**config.mk**
```make
export PLATFORM = sky130hd
export DESIGN_NAME = pfd_gating_test_route_vco_forward
export DESIGN_NICKNAME = d
export VERILOG_FILES = /design/src/hw/pfd_route_pkg.sv /design/src/hw/pfd_gating_test_route_vco_forward.sv
export SDC_FILE = /design/constraint.sdc
export NUM_CORES = 1
export LEC_CHECK = 0
export BUFFER_PORTS_ARGS = -buffer_cell sky130_fd_sc_hd__buf_2
export CAP_MARGIN = 30
export CORE_AREA = 2 2 83 85
export CTS_CLUSTER_DIAMETER = 40
export DETAILED_ROUTE_END_ITERATION = 10
export DIE_AREA = 0 0 85 87
export PLACE_DENSITY = 0.73
export SYNTH_ARGS = -nofsm -noshare
export SYNTH_HDL_FRONTEND = slang
export SYNTH_SLANG_ARGS = --single-unit
```
**constraint.sdc**
```tcl
create_clock -name clk_i -period 3.5 [get_ports clk_i]
set_input_delay 0.35 -clock clk_i [delete_from_list [all_inputs] [get_ports clk_i]]
set_output_delay 0.35 -clock clk_i [all_outputs]
set_load 0.005 [all_outputs]
```
**src/hw/pfd_route_pkg.sv**
```systemverilog
// Constants shared by the phase detector gating, test routing and oscillator forwarding logic
package pfd_route_pkg;

  ////////////////////////////////////////////////////////////////////////////
  // Register port
  localparam int          REG_AW     = 6;       // Register index width
  localparam int          REG_DW     = 24;      // Register data width; widest register is 12 bits
  localparam logic [5:0]  ADDR_PFD   = 6'h0b;   // phase_detector_ctrl_upper
  localparam logic [5:0]  ADDR_WORD  = 6'h0c;   // oscillator_word
  localparam logic [5:0]  ADDR_ROUTE = 6'h0d;   // test_route_and_forward_ctrl
  localparam logic [5:0]  ADDR_LOCK  = 6'h0f;   // lock_state, read only

  ////////////////////////////////////////////////////////////////////////////
  // Phase detector control fields
  localparam int          PFD_W        = 12;
  localparam int          BIT_UP_GATE  = 4;     // pump_up_gate
  localparam int          BIT_DN_GATE  = 5;     // pump_down_gate
  localparam int          BIT_LD_OUT   = 6;     // lock_flag_out_en
  localparam int          BIT_FORCE_UP = 7;     // Forces up pump on
  localparam int          BIT_FORCE_DN = 8;     // Forces down pump on
  localparam int          BIT_MUTE     = 9;     // Mute when locked
  localparam logic [11:0] PFD_RESET    = 12'h870;

  ////////////////////////////////////////////////////////////////////////////
  // Oscillator word
  localparam int          WORD_W     = 10;
  localparam logic [9:0]  WORD_RESET = 10'h000;

  ////////////////////////////////////////////////////////////////////////////
  // Test route and forward control fields
  localparam int          ROUTE_W      = 8;
  localparam int          SEL_LSB      = 0;     // Route select [3:0]
  localparam int          SEL_W        = 4;
  localparam int          TVAL_LSB     = 4;     // Test-pin value [5:4]
  localparam int          BIT_QUARTER  = 6;     // link_clock_quarter_rate
  localparam int          BIT_AUTO     = 7;     // auto_forward_en
  localparam logic [7:0]  ROUTE_RESET  = 8'h0a;
  localparam logic [3:0]  SEL_DIRECT   = 4'ha;  // Test-pin value drives the pins
  localparam int          NUM_ROUTED   = 10;    // Codes 0..9 carry internal pairs

  ////////////////////////////////////////////////////////////////////////////
  // Link timing
  localparam logic [1:0]  DIV_LAST     = 2'h3;  // Quarter-rate divider terminal count
  localparam logic [3:0]  LAST_BIT     = 4'h9;  // Index of the tenth bit
  localparam logic [4:0]  TICKS_PER_WORD = 5'h14; // Two link ticks per bit

  typedef enum logic {ST_IDLE, ST_SHIFT} link_state_e;

endpackage

```
**src/hw/pfd_gating_test_route_vco_forward.sv**
```systemverilog
// Pump gating, test-pin routing and serial forwarding of the oscillator word
// Function
// - Mute and locked: cleared gates suppress unforced pumps
// - Mute and unlocked: both pumps act freely
// - Mute clear: gates and force bits control pumps
// - Word write starts link transfer when enabled
// - Route select picks pin pair when enabled
// - Codes zero to nine route fixed pairs
// - Codes eleven to fifteen carry nothing defined
// - Code ten drives test-pin value field
// - Quarter-rate bit selects divided link clock
// - Auto-forward puts data, clock, enable out
// - Lock flag reads locked, ignores writes
// - Up and down gates reset to one
// - Lock-out enable routes lock flag out
module pfd_gating_test_route_vco_forward (
  // Clock and reset
  input  wire logic                              clk_i,
  input  wire logic                              rstn_i,
  // Register port
  input  wire logic [pfd_route_pkg::REG_AW-1:0]  reg_addr_i,
  input  wire logic [pfd_route_pkg::REG_DW-1:0]  reg_wdata_i,
  input  wire logic                              reg_we_i,
  output logic      [pfd_route_pkg::REG_DW-1:0]  reg_rdata_o,
  // Phase detector
  input  wire logic                              pump_up_raw_i,
  input  wire logic                              pump_down_raw_i,
  input  wire logic                              locked_i,
  output logic                                   pump_up_o,
  output logic                                   pump_down_o,
  // Test routing
  input  wire logic                              test_pins_en_i,
  input  wire logic [pfd_route_pkg::NUM_ROUTED-1:0] test_one_src_i,
  input  wire logic [pfd_route_pkg::NUM_ROUTED-1:0] test_zero_src_i,
  // Pins
  output logic                                   test_pin_zero_o,
  output logic                                   test_pin_one_o,
  output logic                                   lock_or_serial_out_pin_o
);
  import pfd_route_pkg::*;

  //////////////////////////////////////////////////////////////////////////////
  // Register state
  logic [PFD_W-1:0]   pfd_ctrl;       // Phase detector control
  logic [PFD_W-1:0]   next_pfd_ctrl;
  logic [WORD_W-1:0]  osc_word;       // Oscillator word
  logic [WORD_W-1:0]  next_osc_word;
  logic [ROUTE_W-1:0] route_ctrl;     // Route and forward control
  logic [ROUTE_W-1:0] next_route_ctrl;
  logic               lock_q;         // Sampled lock flag
  logic               next_lock_q;
  logic [REG_DW-1:0]  next_rdata;

  // Field views
  logic               mute;
  logic               up_gate;
  logic               dn_gate;
  logic [SEL_W-1:0]   route_sel;
  logic               quarter;
  logic               auto_fwd;

  assign mute      = pfd_ctrl[BIT_MUTE];
  assign up_gate   = pfd_ctrl[BIT_UP_GATE];
  assign dn_gate   = pfd_ctrl[BIT_DN_GATE];
  assign route_sel = route_ctrl[SEL_LSB +: SEL_W];
  assign quarter   = route_ctrl[BIT_QUARTER];
  assign auto_fwd  = route_ctrl[BIT_AUTO];

  // Register writes and read mux
  always_comb begin
    next_pfd_ctrl   = pfd_ctrl;
    next_osc_word   = osc_word;
    next_route_ctrl = route_ctrl;
    next_lock_q     = locked_i;
    next_rdata      = '0;
    if (reg_we_i) begin
      case (reg_addr_i)
        ADDR_PFD:   next_pfd_ctrl   = reg_wdata_i[PFD_W-1:0];
        ADDR_WORD:  next_osc_word   = reg_wdata_i[WORD_W-1:0];
        ADDR_ROUTE: next_route_ctrl = reg_wdata_i[ROUTE_W-1:0];
        default:    ;                         // Lock flag is read only
      endcase
    end
    // Reads return the stored value, zero above the field
    case (reg_addr_i)
      ADDR_PFD:   next_rdata[PFD_W-1:0]   = pfd_ctrl;
      ADDR_WORD:  next_rdata[WORD_W-1:0]  = osc_word;
      ADDR_ROUTE: next_rdata[ROUTE_W-1:0] = route_ctrl;
      ADDR_LOCK:  next_rdata[0]           = lock_q;
      default:    next_rdata              = '0;
    endcase
  end

  // Register flops; gates and lock-out enable come up set
  always_ff @(posedge clk_i or negedge rstn_i) begin
    if (!rstn_i) begin
      pfd_ctrl    <= PFD_RESET;
      osc_word    <= WORD_RESET;
      route_ctrl  <= ROUTE_RESET;
      lock_q      <= 1'b0;
      reg_rdata_o <= '0;
    end else begin
      pfd_ctrl    <= next_pfd_ctrl;
      osc_word    <= next_osc_word;
      route_ctrl  <= next_route_ctrl;
      lock_q      <= next_lock_q;
      reg_rdata_o <= next_rdata;
    end
  end

  //////////////////////////////////////////////////////////////////////////////
  // Link clock divider: free-running, gives one tick per link half period
  logic [1:0] div_cnt;
  logic [1:0] next_div_cnt;
  logic       tick;

  // Full rate ticks every cycle, so the link clock tops out at half the reference
  always_comb begin
    next_div_cnt = div_cnt + 2'h1;
    tick         = !quarter || (div_cnt == DIV_LAST);
  end

  always_ff @(posedge clk_i or negedge rstn_i) begin
    if (!rstn_i) begin
      div_cnt <= '0;
    end else begin
      div_cnt <= next_div_cnt;
    end
  end

  //////////////////////////////////////////////////////////////////////////////
  // Serial forwarding of the oscillator word
  link_state_e        link_state;
  link_state_e        next_link_state;
  logic [WORD_W-1:0]  shift_q;        // Word being sent, MSB at the top
  logic [WORD_W-1:0]  next_shift_q;
  logic [3:0]         bit_cnt;        // Bits completed
  logic [3:0]         next_bit_cnt;
  logic               sclk_q;         // Link clock level
  logic               next_sclk_q;
  logic               start;
  logic               busy;

  // A new word write while busy restarts the transfer with the new word
  assign start = reg_we_i && (reg_addr_i == ADDR_WORD) && auto_fwd;
  assign busy  = (link_state == ST_SHIFT);

  always_comb begin
    next_link_state = link_state;
    next_shift_q    = shift_q;
    next_bit_cnt    = bit_cnt;
    next_sclk_q     = sclk_q;
    if (start) begin
      next_link_state = ST_SHIFT;
      next_shift_q    = reg_wdata_i[WORD_W-1:0];
      next_bit_cnt    = '0;
      next_sclk_q     = 1'b0;
    end else begin
      case (link_state)
        ST_SHIFT: begin
          if (tick) begin
            if (!sclk_q) begin
              // Rising edge: receiver samples the bit here
              next_sclk_q = 1'b1;
            end else begin
              // Falling edge: advance to the next bit, MSB first
              next_sclk_q  = 1'b0;
              next_shift_q = {shift_q[WORD_W-2:0], 1'b0};
              if (bit_cnt == LAST_BIT) begin
                next_link_state = ST_IDLE;    // Enable drops after bit ten
              end else begin
                next_bit_cnt = bit_cnt + 4'h1;
              end
            end
          end
        end
        ST_IDLE: ;
        default: next_link_state = ST_IDLE;
      endcase
    end
  end

  always_ff @(posedge clk_i or negedge rstn_i) begin
    if (!rstn_i) begin
      link_state <= ST_IDLE;
      shift_q    <= '0;
      bit_cnt    <= '0;
      sclk_q     <= 1'b0;
    end else begin
      link_state <= next_link_state;
      shift_q    <= next_shift_q;
      bit_cnt    <= next_bit_cnt;
      sclk_q     <= next_sclk_q;
    end
  end

  //////////////////////////////////////////////////////////////////////////////
  // Pump gating and pin steering
  logic next_pump_up;
  logic next_pump_dn;
  logic next_pin_zero;
  logic next_pin_one;
  logic next_sdo;

  always_comb begin
    // Pump gates
    if (mute) begin
      // Locked: gates decide; unlocked: both pumps free
      next_pump_up = pump_up_raw_i && (!lock_q || up_gate);
      next_pump_dn = pump_down_raw_i && (!lock_q || dn_gate);
    end else begin
      next_pump_up = pump_up_raw_i && up_gate;
      next_pump_dn = pump_down_raw_i && dn_gate;
    end
    // Force bits override gating
    next_pump_up = next_pump_up || pfd_ctrl[BIT_FORCE_UP];
    next_pump_dn = next_pump_dn || pfd_ctrl[BIT_FORCE_DN];

    // Pins
    next_pin_zero = 1'b0;
    next_pin_one  = 1'b0;
    if (auto_fwd) begin
      // Forwarding owns all three pins
      next_sdo      = busy && shift_q[WORD_W-1];
      next_pin_one  = sclk_q;
      next_pin_zero = busy;
    end else begin
      next_sdo = pfd_ctrl[BIT_LD_OUT] && lock_q;
      if (test_pins_en_i) begin
        if (route_sel < SEL_W'(NUM_ROUTED)) begin
          next_pin_one  = test_one_src_i[route_sel];
          next_pin_zero = test_zero_src_i[route_sel];
        end else if (route_sel == SEL_DIRECT) begin
          next_pin_zero = route_ctrl[TVAL_LSB];
          next_pin_one  = route_ctrl[TVAL_LSB+1];
        end else begin
          // Unused codes park the pins low
          next_pin_zero = 1'b0;
          next_pin_one  = 1'b0;
        end
      end
    end
  end

  // Output flops
  always_ff @(posedge clk_i or negedge rstn_i) begin
    if (!rstn_i) begin
      pump_up_o                <= 1'b0;
      pump_down_o              <= 1'b0;
      test_pin_zero_o          <= 1'b0;
      test_pin_one_o           <= 1'b0;
      lock_or_serial_out_pin_o <= 1'b0;
    end else begin
      pump_up_o                <= next_pump_up;
      pump_down_o              <= next_pump_dn;
      test_pin_zero_o          <= next_pin_zero;
      test_pin_one_o           <= next_pin_one;
      lock_or_serial_out_pin_o <= next_sdo;
    end
  end

  //////////////////////////////////////////////////////////////////////////////
  // Checks
  logic [4:0] tick_cnt;               // Ticks spent in the current transfer

  always_ff @(posedge clk_i or negedge rstn_i) begin
    if (!rstn_i) begin
      tick_cnt <= '0;
    end else if (start) begin
      tick_cnt <= '0;
    end else if (busy && tick) begin
      tick_cnt <= tick_cnt + 5'h1;
    end
  end

  AST_MUTE_LOCKED: assert property (@(posedge clk_i) disable iff (!rstn_i)
    mute && lock_q && !dn_gate && !pfd_ctrl[BIT_FORCE_DN] |=> !pump_down_o)
    else $error("Down pump active while muted and locked");

  AST_MUTE_UNLOCKED: assert property (@(posedge clk_i) disable iff (!rstn_i)
    mute && !lock_q && pump_up_raw_i |=> pump_up_o)
    else $error("Up pump blocked while unlocked under mute");

  AST_GATE_ONLY: assert property (@(posedge clk_i) disable iff (!rstn_i)
    !mute && !pfd_ctrl[BIT_FORCE_UP] |=> pump_up_o == $past(pump_up_raw_i && up_gate))
    else $error("Up pump not following its gate");

  AST_AUTO_START: assert property (@(posedge clk_i) disable iff (!rstn_i)
    start |=> busy ##1 test_pin_zero_o)
    else $error("Word write did not start the link");

  AST_ROUTE_PAIR: assert property (@(posedge clk_i) disable iff (!rstn_i)
    test_pins_en_i && !auto_fwd && route_sel < SEL_W'(NUM_ROUTED)
    |=> test_pin_one_o == $past(test_one_src_i[route_sel]))
    else $error("Routed pair mismatch on pin one");

  AST_DIRECT_VALUE: assert property (@(posedge clk_i) disable iff (!rstn_i)
    test_pins_en_i && !auto_fwd && route_sel == SEL_DIRECT
    |=> test_pin_zero_o == $past(route_ctrl[TVAL_LSB]))
    else $error("Test-pin value not on pin zero");

  AST_QUARTER_RATE: assert property (@(posedge clk_i) disable iff (!rstn_i)
    busy && quarter && !tick && !start |=> $stable(sclk_q))
    else $error("Link clock moved off a quarter-rate tick");

  AST_FORWARD_PINS: assert property (@(posedge clk_i) disable iff (!rstn_i)
    auto_fwd |=> test_pin_one_o == $past(sclk_q) && test_pin_zero_o == $past(busy))
    else $error("Forwarding pins not driven by the link");

  AST_LOCK_READ: assert property (@(posedge clk_i) disable iff (!rstn_i)
    reg_addr_i == ADDR_LOCK |=> reg_rdata_o[0] == $past(lock_q))
    else $error("Lock flag read mismatch");

  AST_LOCK_PIN: assert property (@(posedge clk_i) disable iff (!rstn_i)
    !auto_fwd && pfd_ctrl[BIT_LD_OUT] |=> lock_or_serial_out_pin_o == $past(lock_q))
    else $error("Lock flag not on the shared pin");

  AST_TEN_CLOCKS: assert property (@(posedge clk_i) disable iff (!rstn_i)
    busy && (next_link_state == ST_IDLE) |-> tick_cnt == TICKS_PER_WORD - 5'h1)
    else $error("Transfer did not span ten link clocks");

endmodule

```
Word level (Yosys, flattened, before mapping)
Index checks and enable logic that the tools add are counted.
{ "word_totals": {"mem_bits_rw": 0, "latchBits": 0, "ff_bits": 66, "elab_cells": 88, "mem_bits_ro": 0, "out_inout_bits": 29, "inputBits": 57, "mem_count": 0} }
{ "classes": {"muxes": 37, "n_eq_ne": 8, "div": 0, "shift": 0, "reduce_logical": 24, "add_sub_neg": 2, "order_cmp": 2, "bitwise": 0, "multipliers": 0} }
{ "ops": {"columns": ["cell", "n"], "rows": [
  ["$mux 10", 4],
  ["$eq 6x4->1 const B", 4],
  ["$mux 1", 22],
  ["$pmux 7 s3", 1],
  ["$mux 4", 5],
  ["$bmux 1 s4", 2],
  ["$eq 4x4->1 const B", 2],
  ["$logic_and 1x1->1", 8],
  ["$reduce_and 2->1", 4],
  ["$reduce_bool 2->1", 3],
  ["$logic_or 1x1->1", 5],
  ["$lt 4x5->1 const B", 1],
  ["$add 4x1->4 const B", 1],
  ["$lt 4x4->1 const B", 1],
  ["$pmux 1 s4", 1],
  ["$pmux 2 s2", 1],
  ["$reduce_and 4->1", 1],
  ["$reduce_and 3->1", 1],
  ["$add 2x1->2 const B", 1],
  ["$eq 2x2->1 const B", 1],
  ["$logic_not 1->1", 2],
  ["$mux 2", 1],
  ["$ne 2x2->1 const B", 1]
]} }

Logic depth before layout (Yosys ltp)
{ "depth": {"ltp_word": 6, "mapped_depth": 6, "depth_no_buf": 6} }

Worst setup path after synthesis
No wires, ideal clock.
{ "synth_path": {"path_type": "flip-flop to flip-flop", "start": "register div_cnt[0]", "end": "register shift_q[2]", "setup_ns": 0.137, "path_slack_ns": 1.996, "stages_incl_launch_ff": 7, "period_less_slack_ns": 1.504, "path_buffers": 1, "t_required_ns": 3.363, "arrival_ns": 1.368, "path_cell_list": "dfrtp_1 ha_1 nand2b_1 nand3_1 buf_2 mux2i_1 a21oi_1"} }
{ "synth_via": {"elab_chain_cells": 4} }
{ "synth_lines": {"columns": ["element", "line", "rtl"], "rows": [
  ["start, declared", "pfd_gating_test_route_vco_forward.sv:113", "logic [1:0] div_cnt;"],
  ["start signal, assigned", "pfd_gating_test_route_vco_forward.sv:127", "div_cnt <= next_div_cnt;"],
  ["$eq 2x2->1", "pfd_gating_test_route_vco_forward.sv:120", "tick = !quarter || (div_cnt == DIV_LAST);"],
  ["$logic_or 1x1->1", "pfd_gating_test_route_vco_forward.sv:120", null],
  ["$reduce_bool 2->1 (no source line)", null, null],
  ["$reduce_and 3->1 (no source line)", null, null],
  ["end signal, assigned", "pfd_gating_test_route_vco_forward.sv:191", "shift_q <= next_shift_q;"],
  ["end, declared", "pfd_gating_test_route_vco_forward.sv:135", "logic [WORD_W-1:0] shift_q;"]
]} }
Every way passes these cells.
A chain may end at the register's enable or synchronous reset.

Worst setup path after layout
{ "layout_path": {"start": "register div_cnt[0]", "end": "register bit_cnt[3]"} }
{ "layout_via": {"elab_chain_cells": 4} }
{ "layout_lines": {"columns": ["element", "line", "rtl"], "rows": [
  ["$eq 2x2->1", "pfd_gating_test_route_vco_forward.sv:120", null],
  ["$logic_or 1x1->1", "pfd_gating_test_route_vco_forward.sv:120", null],
  ["$reduce_bool 2->1 (no source line)", null, null],
  ["$reduce_and 4->1 (no source line)", null, null],
  ["end signal, assigned", "pfd_gating_test_route_vco_forward.sv:192", "bit_cnt <= next_bit_cnt;"],
  ["end, declared", "pfd_gating_test_route_vco_forward.sv:137", "logic [3:0] bit_cnt;"]
]} }
Every way passes these cells.

==> out/metrics.csv <==
metric;value;unit
outcome;complete, no violations;
maxCapViolCount;0;
dp_hpwl;4430;um
synth_top_area_frac;0.492;
met2_usage;0.288;
p_total;1890;uW
ys_seq_area_frac;0.544;
multi_input_area;1250;um^2
antenna_left;0;
period_share;0.530;
powerDensity;533;nW/um^2
irDropWorstVdd;0.390;mV
grt.overflow.total;0;
grt_use_total;0.185;
portBuffers;61;
synth_largest_area_cell;dfrtp_1;
initial_core_util;0.464;
worst-r2r-cell-count;5;
reg2reg_to;bit_cnt[3];
setup-tns-final;0;ps
dr.pass1.iters;5;
crit_path_end_kind;register;
syn_to_final_growth;16.4;%
crit_path_start_kind;register;
grt_start_max_net_pins;24;
vias_per_cell;5.32;
io_pins;86;
slowest_delay;520;ps
synth_compound_area_frac;0.0759;
die_x;85;um
whs_path_depth;1;
required;3770;ps
synthArstFlopShare;1.00;
cp_slowest_cell;or3_1;
synth-xor-area-share;0.00574;
avgSynthCellArea;12.7;um^2
rsz0062_at_grt;no;
synth_fa_ha_area_frac;0.0123;
grt_use_met1;0.245;
min_to;lock_q;
synth-warning-count;0;
antenna_found_initial;0;
synth_cell_types;41;
grt_pass1_vias;2025;
fillCellCount;571;
r2r_start;div_cnt[0];
gp_congestion;0.762;
r2r_slack;1650;ps
num_vias;2076;
fin_cells;390;
holdCritStartpoint;locked_i;
final_layout_size_suffix_gt1_frac;0.374;
grt_pass1_wl;10200;um
synth_top_family_by_area;multiplexers;
post-route-min-period;1850;ps
arrival;2120;ps
cts_root_buffer;clkbuf_8;
cts-resized-gates;0;
numClockSinks;66;
fmax;539;MHz
yosys.area_share.simple;0.105;
dp_cells;373;
min_path_type;in -> reg;
slew_viol_final;0;
synth_edf_count;0;
ys_top_cells_by_area;dfrtp_1 (49%), mux2_2 (5.9%), dfstp_2 (5.2%);
grtUsageMet3;0.0502;
netlist_area;3050;um^2
numCtsBuffers;9;
fin_hold_ws;116;ps
place_area;3380;um^2
seqCellArea;1660;um^2
design_area;3550;um^2
synth_commonest_cells;dfrtp_1 (60), mux2_2 (16), nor2_1 (15), mux2i_1 (14);
path_clk_slew;70;ps
synthFlopType;dfrtp_1;
finalHoldViolCount;0;
drc_errors;0;
drt_iter0_drc;114;
grt-busiest-layer;met2;
row_count;30;
crit_start;div_cnt[0];
ctsHtreeMaxLevel;3;
synthCells;240;
insertion_delay;340;ps
clockBufferDepth;2;
path_class;reg -> reg;
crit_chain;ha_1, nand2b_1, nand3_1, or3_1, a21oi_1;
synth_mux_area_frac;0.196;
tightest_slew;774;ps
crit_fanout;12;
drt-wirelength-per-cell;16.2;um
ys_ff_latch;66;
wl;6310;um
slew_headroom;0.482;
setup-violations-final;0;
dieArea;7400;um^2
insertedDiodeCount;0;
synth_most_common_cell;dfrtp_1;
die_y;87;um
nets;365;
coreArea;6570;um^2
skew;8.27;ps
cts_tree;built;
p_leak;0.00189;uW
-- cell families after synthesis --
| logic type | count (synthesis) |
|---|---|
| buffers and inverters | 33 |
| AO/OA/AOI/OAI | 34 |
| AND/OR/NAND/NOR | 53 |
| multiplexers | 48 |
| other | 1 |
| flip-flops | 66 |
| XOR/XNOR | 2 |
| adder cells (fa/ha/maj) | 3 |
-- per-stage QoR --
stage | setup WS (ps) | util
5_1_grt | 1390 | 0.541
3_5_place_dp | 1370 | 0.514
2_1_floorplan | 2000 | -
6_report | 1650 | 0.541
3_3_place_gp | 1380 | 0.514
4_1_cts | 1630 | 0.541
-- worst max-delay path by stage --
stage	to	cells after the start	slack, ps
after floorplan	shift_q[2]	6	2000
after global placement	osc_word[9]	5	1380
after detailed placement	osc_word[7]	5	1370
after CTS	bit_cnt[3]	5	1630
after global routing	shift_q[0]	3	1390
final	bit_cnt[3]	5	1650
-- sequential cells by signal, indices dropped and copies added, names as in the netlist, 2 cells and up --
register	count
pfd_ctrl	12
reg_rdata_o	12
osc_word	10
shift_q	10
route_ctrl	8
bit_cnt	4
div_cnt	2
-- layout make-up --
class | count | area share
well taps | 80 | 0.0282
inverters | 11 | 0.0116
clock buffers | 13 | 0.0419
clock inverters | 3 | 0.00423
multi-input cells | 152 | 0.352
repair buffers | 65 | 0.0951
flip-flops and latches | 66 | 0.467
-- worst max-delay path: cells and delay by family (launching register included) --
family	cells	cell delay, ps
fa+ha+maj	1	130
compound gates	1	140
flops	1	350
simple gates	3	1160
-- metal layers --
| layer | vias up | share of wire | wire length [um] |
|---|---|---|---|
| met5 | - | 0 | 0 |
| met4 | 0 | 0.013 | 85 |
| met3 | 6 | 0.062 | 391 |
| met2 | 69 | 0.46 | 2910 |
| met1 | 1034 | 0.46 | 2910 |
| li1 | 967 | - | - |
-- report_power, final --
group          internal [uW]  total, uW  switching, uW
clock network            274        551            278
registers                888        997            109
logic                    184        344            160
total                   1350       1890            546
-- timing repair --
| action | 4_1_cts | 5_1_grt |
|---|---|---|
| hold buffers | 1 | 0 |
| buffers inserted | 0 | 0 |
| hold endpoints to repair | 18 | 0 |
-- placed cells by master, fill, tap and decap left out, types with 4 or more instances in the layout --
| cell | instances |
|---|---|
| clkbuf_8 | 10 |
| inv_1 | 11 |
| mux2_1 | 6 |
| a21oi_1 | 13 |
| nor2b_1 | 4 |
| mux2_4 | 8 |
| mux4_2 | 4 |
| o21ai_0 | 7 |
| mux2i_1 | 14 |
| conb_1 | 12 |
| nand2_1 | 6 |
| dfstp_2 | 6 |
| dfrtp_1 | 60 |
| buf_2 | 61 |
| a222oi_1 | 7 |
| mux2_2 | 16 |
| nor2_1 | 15 |
| nand3_1 | 6 |
Note: power is estimated with default switching activity, not from simulation.
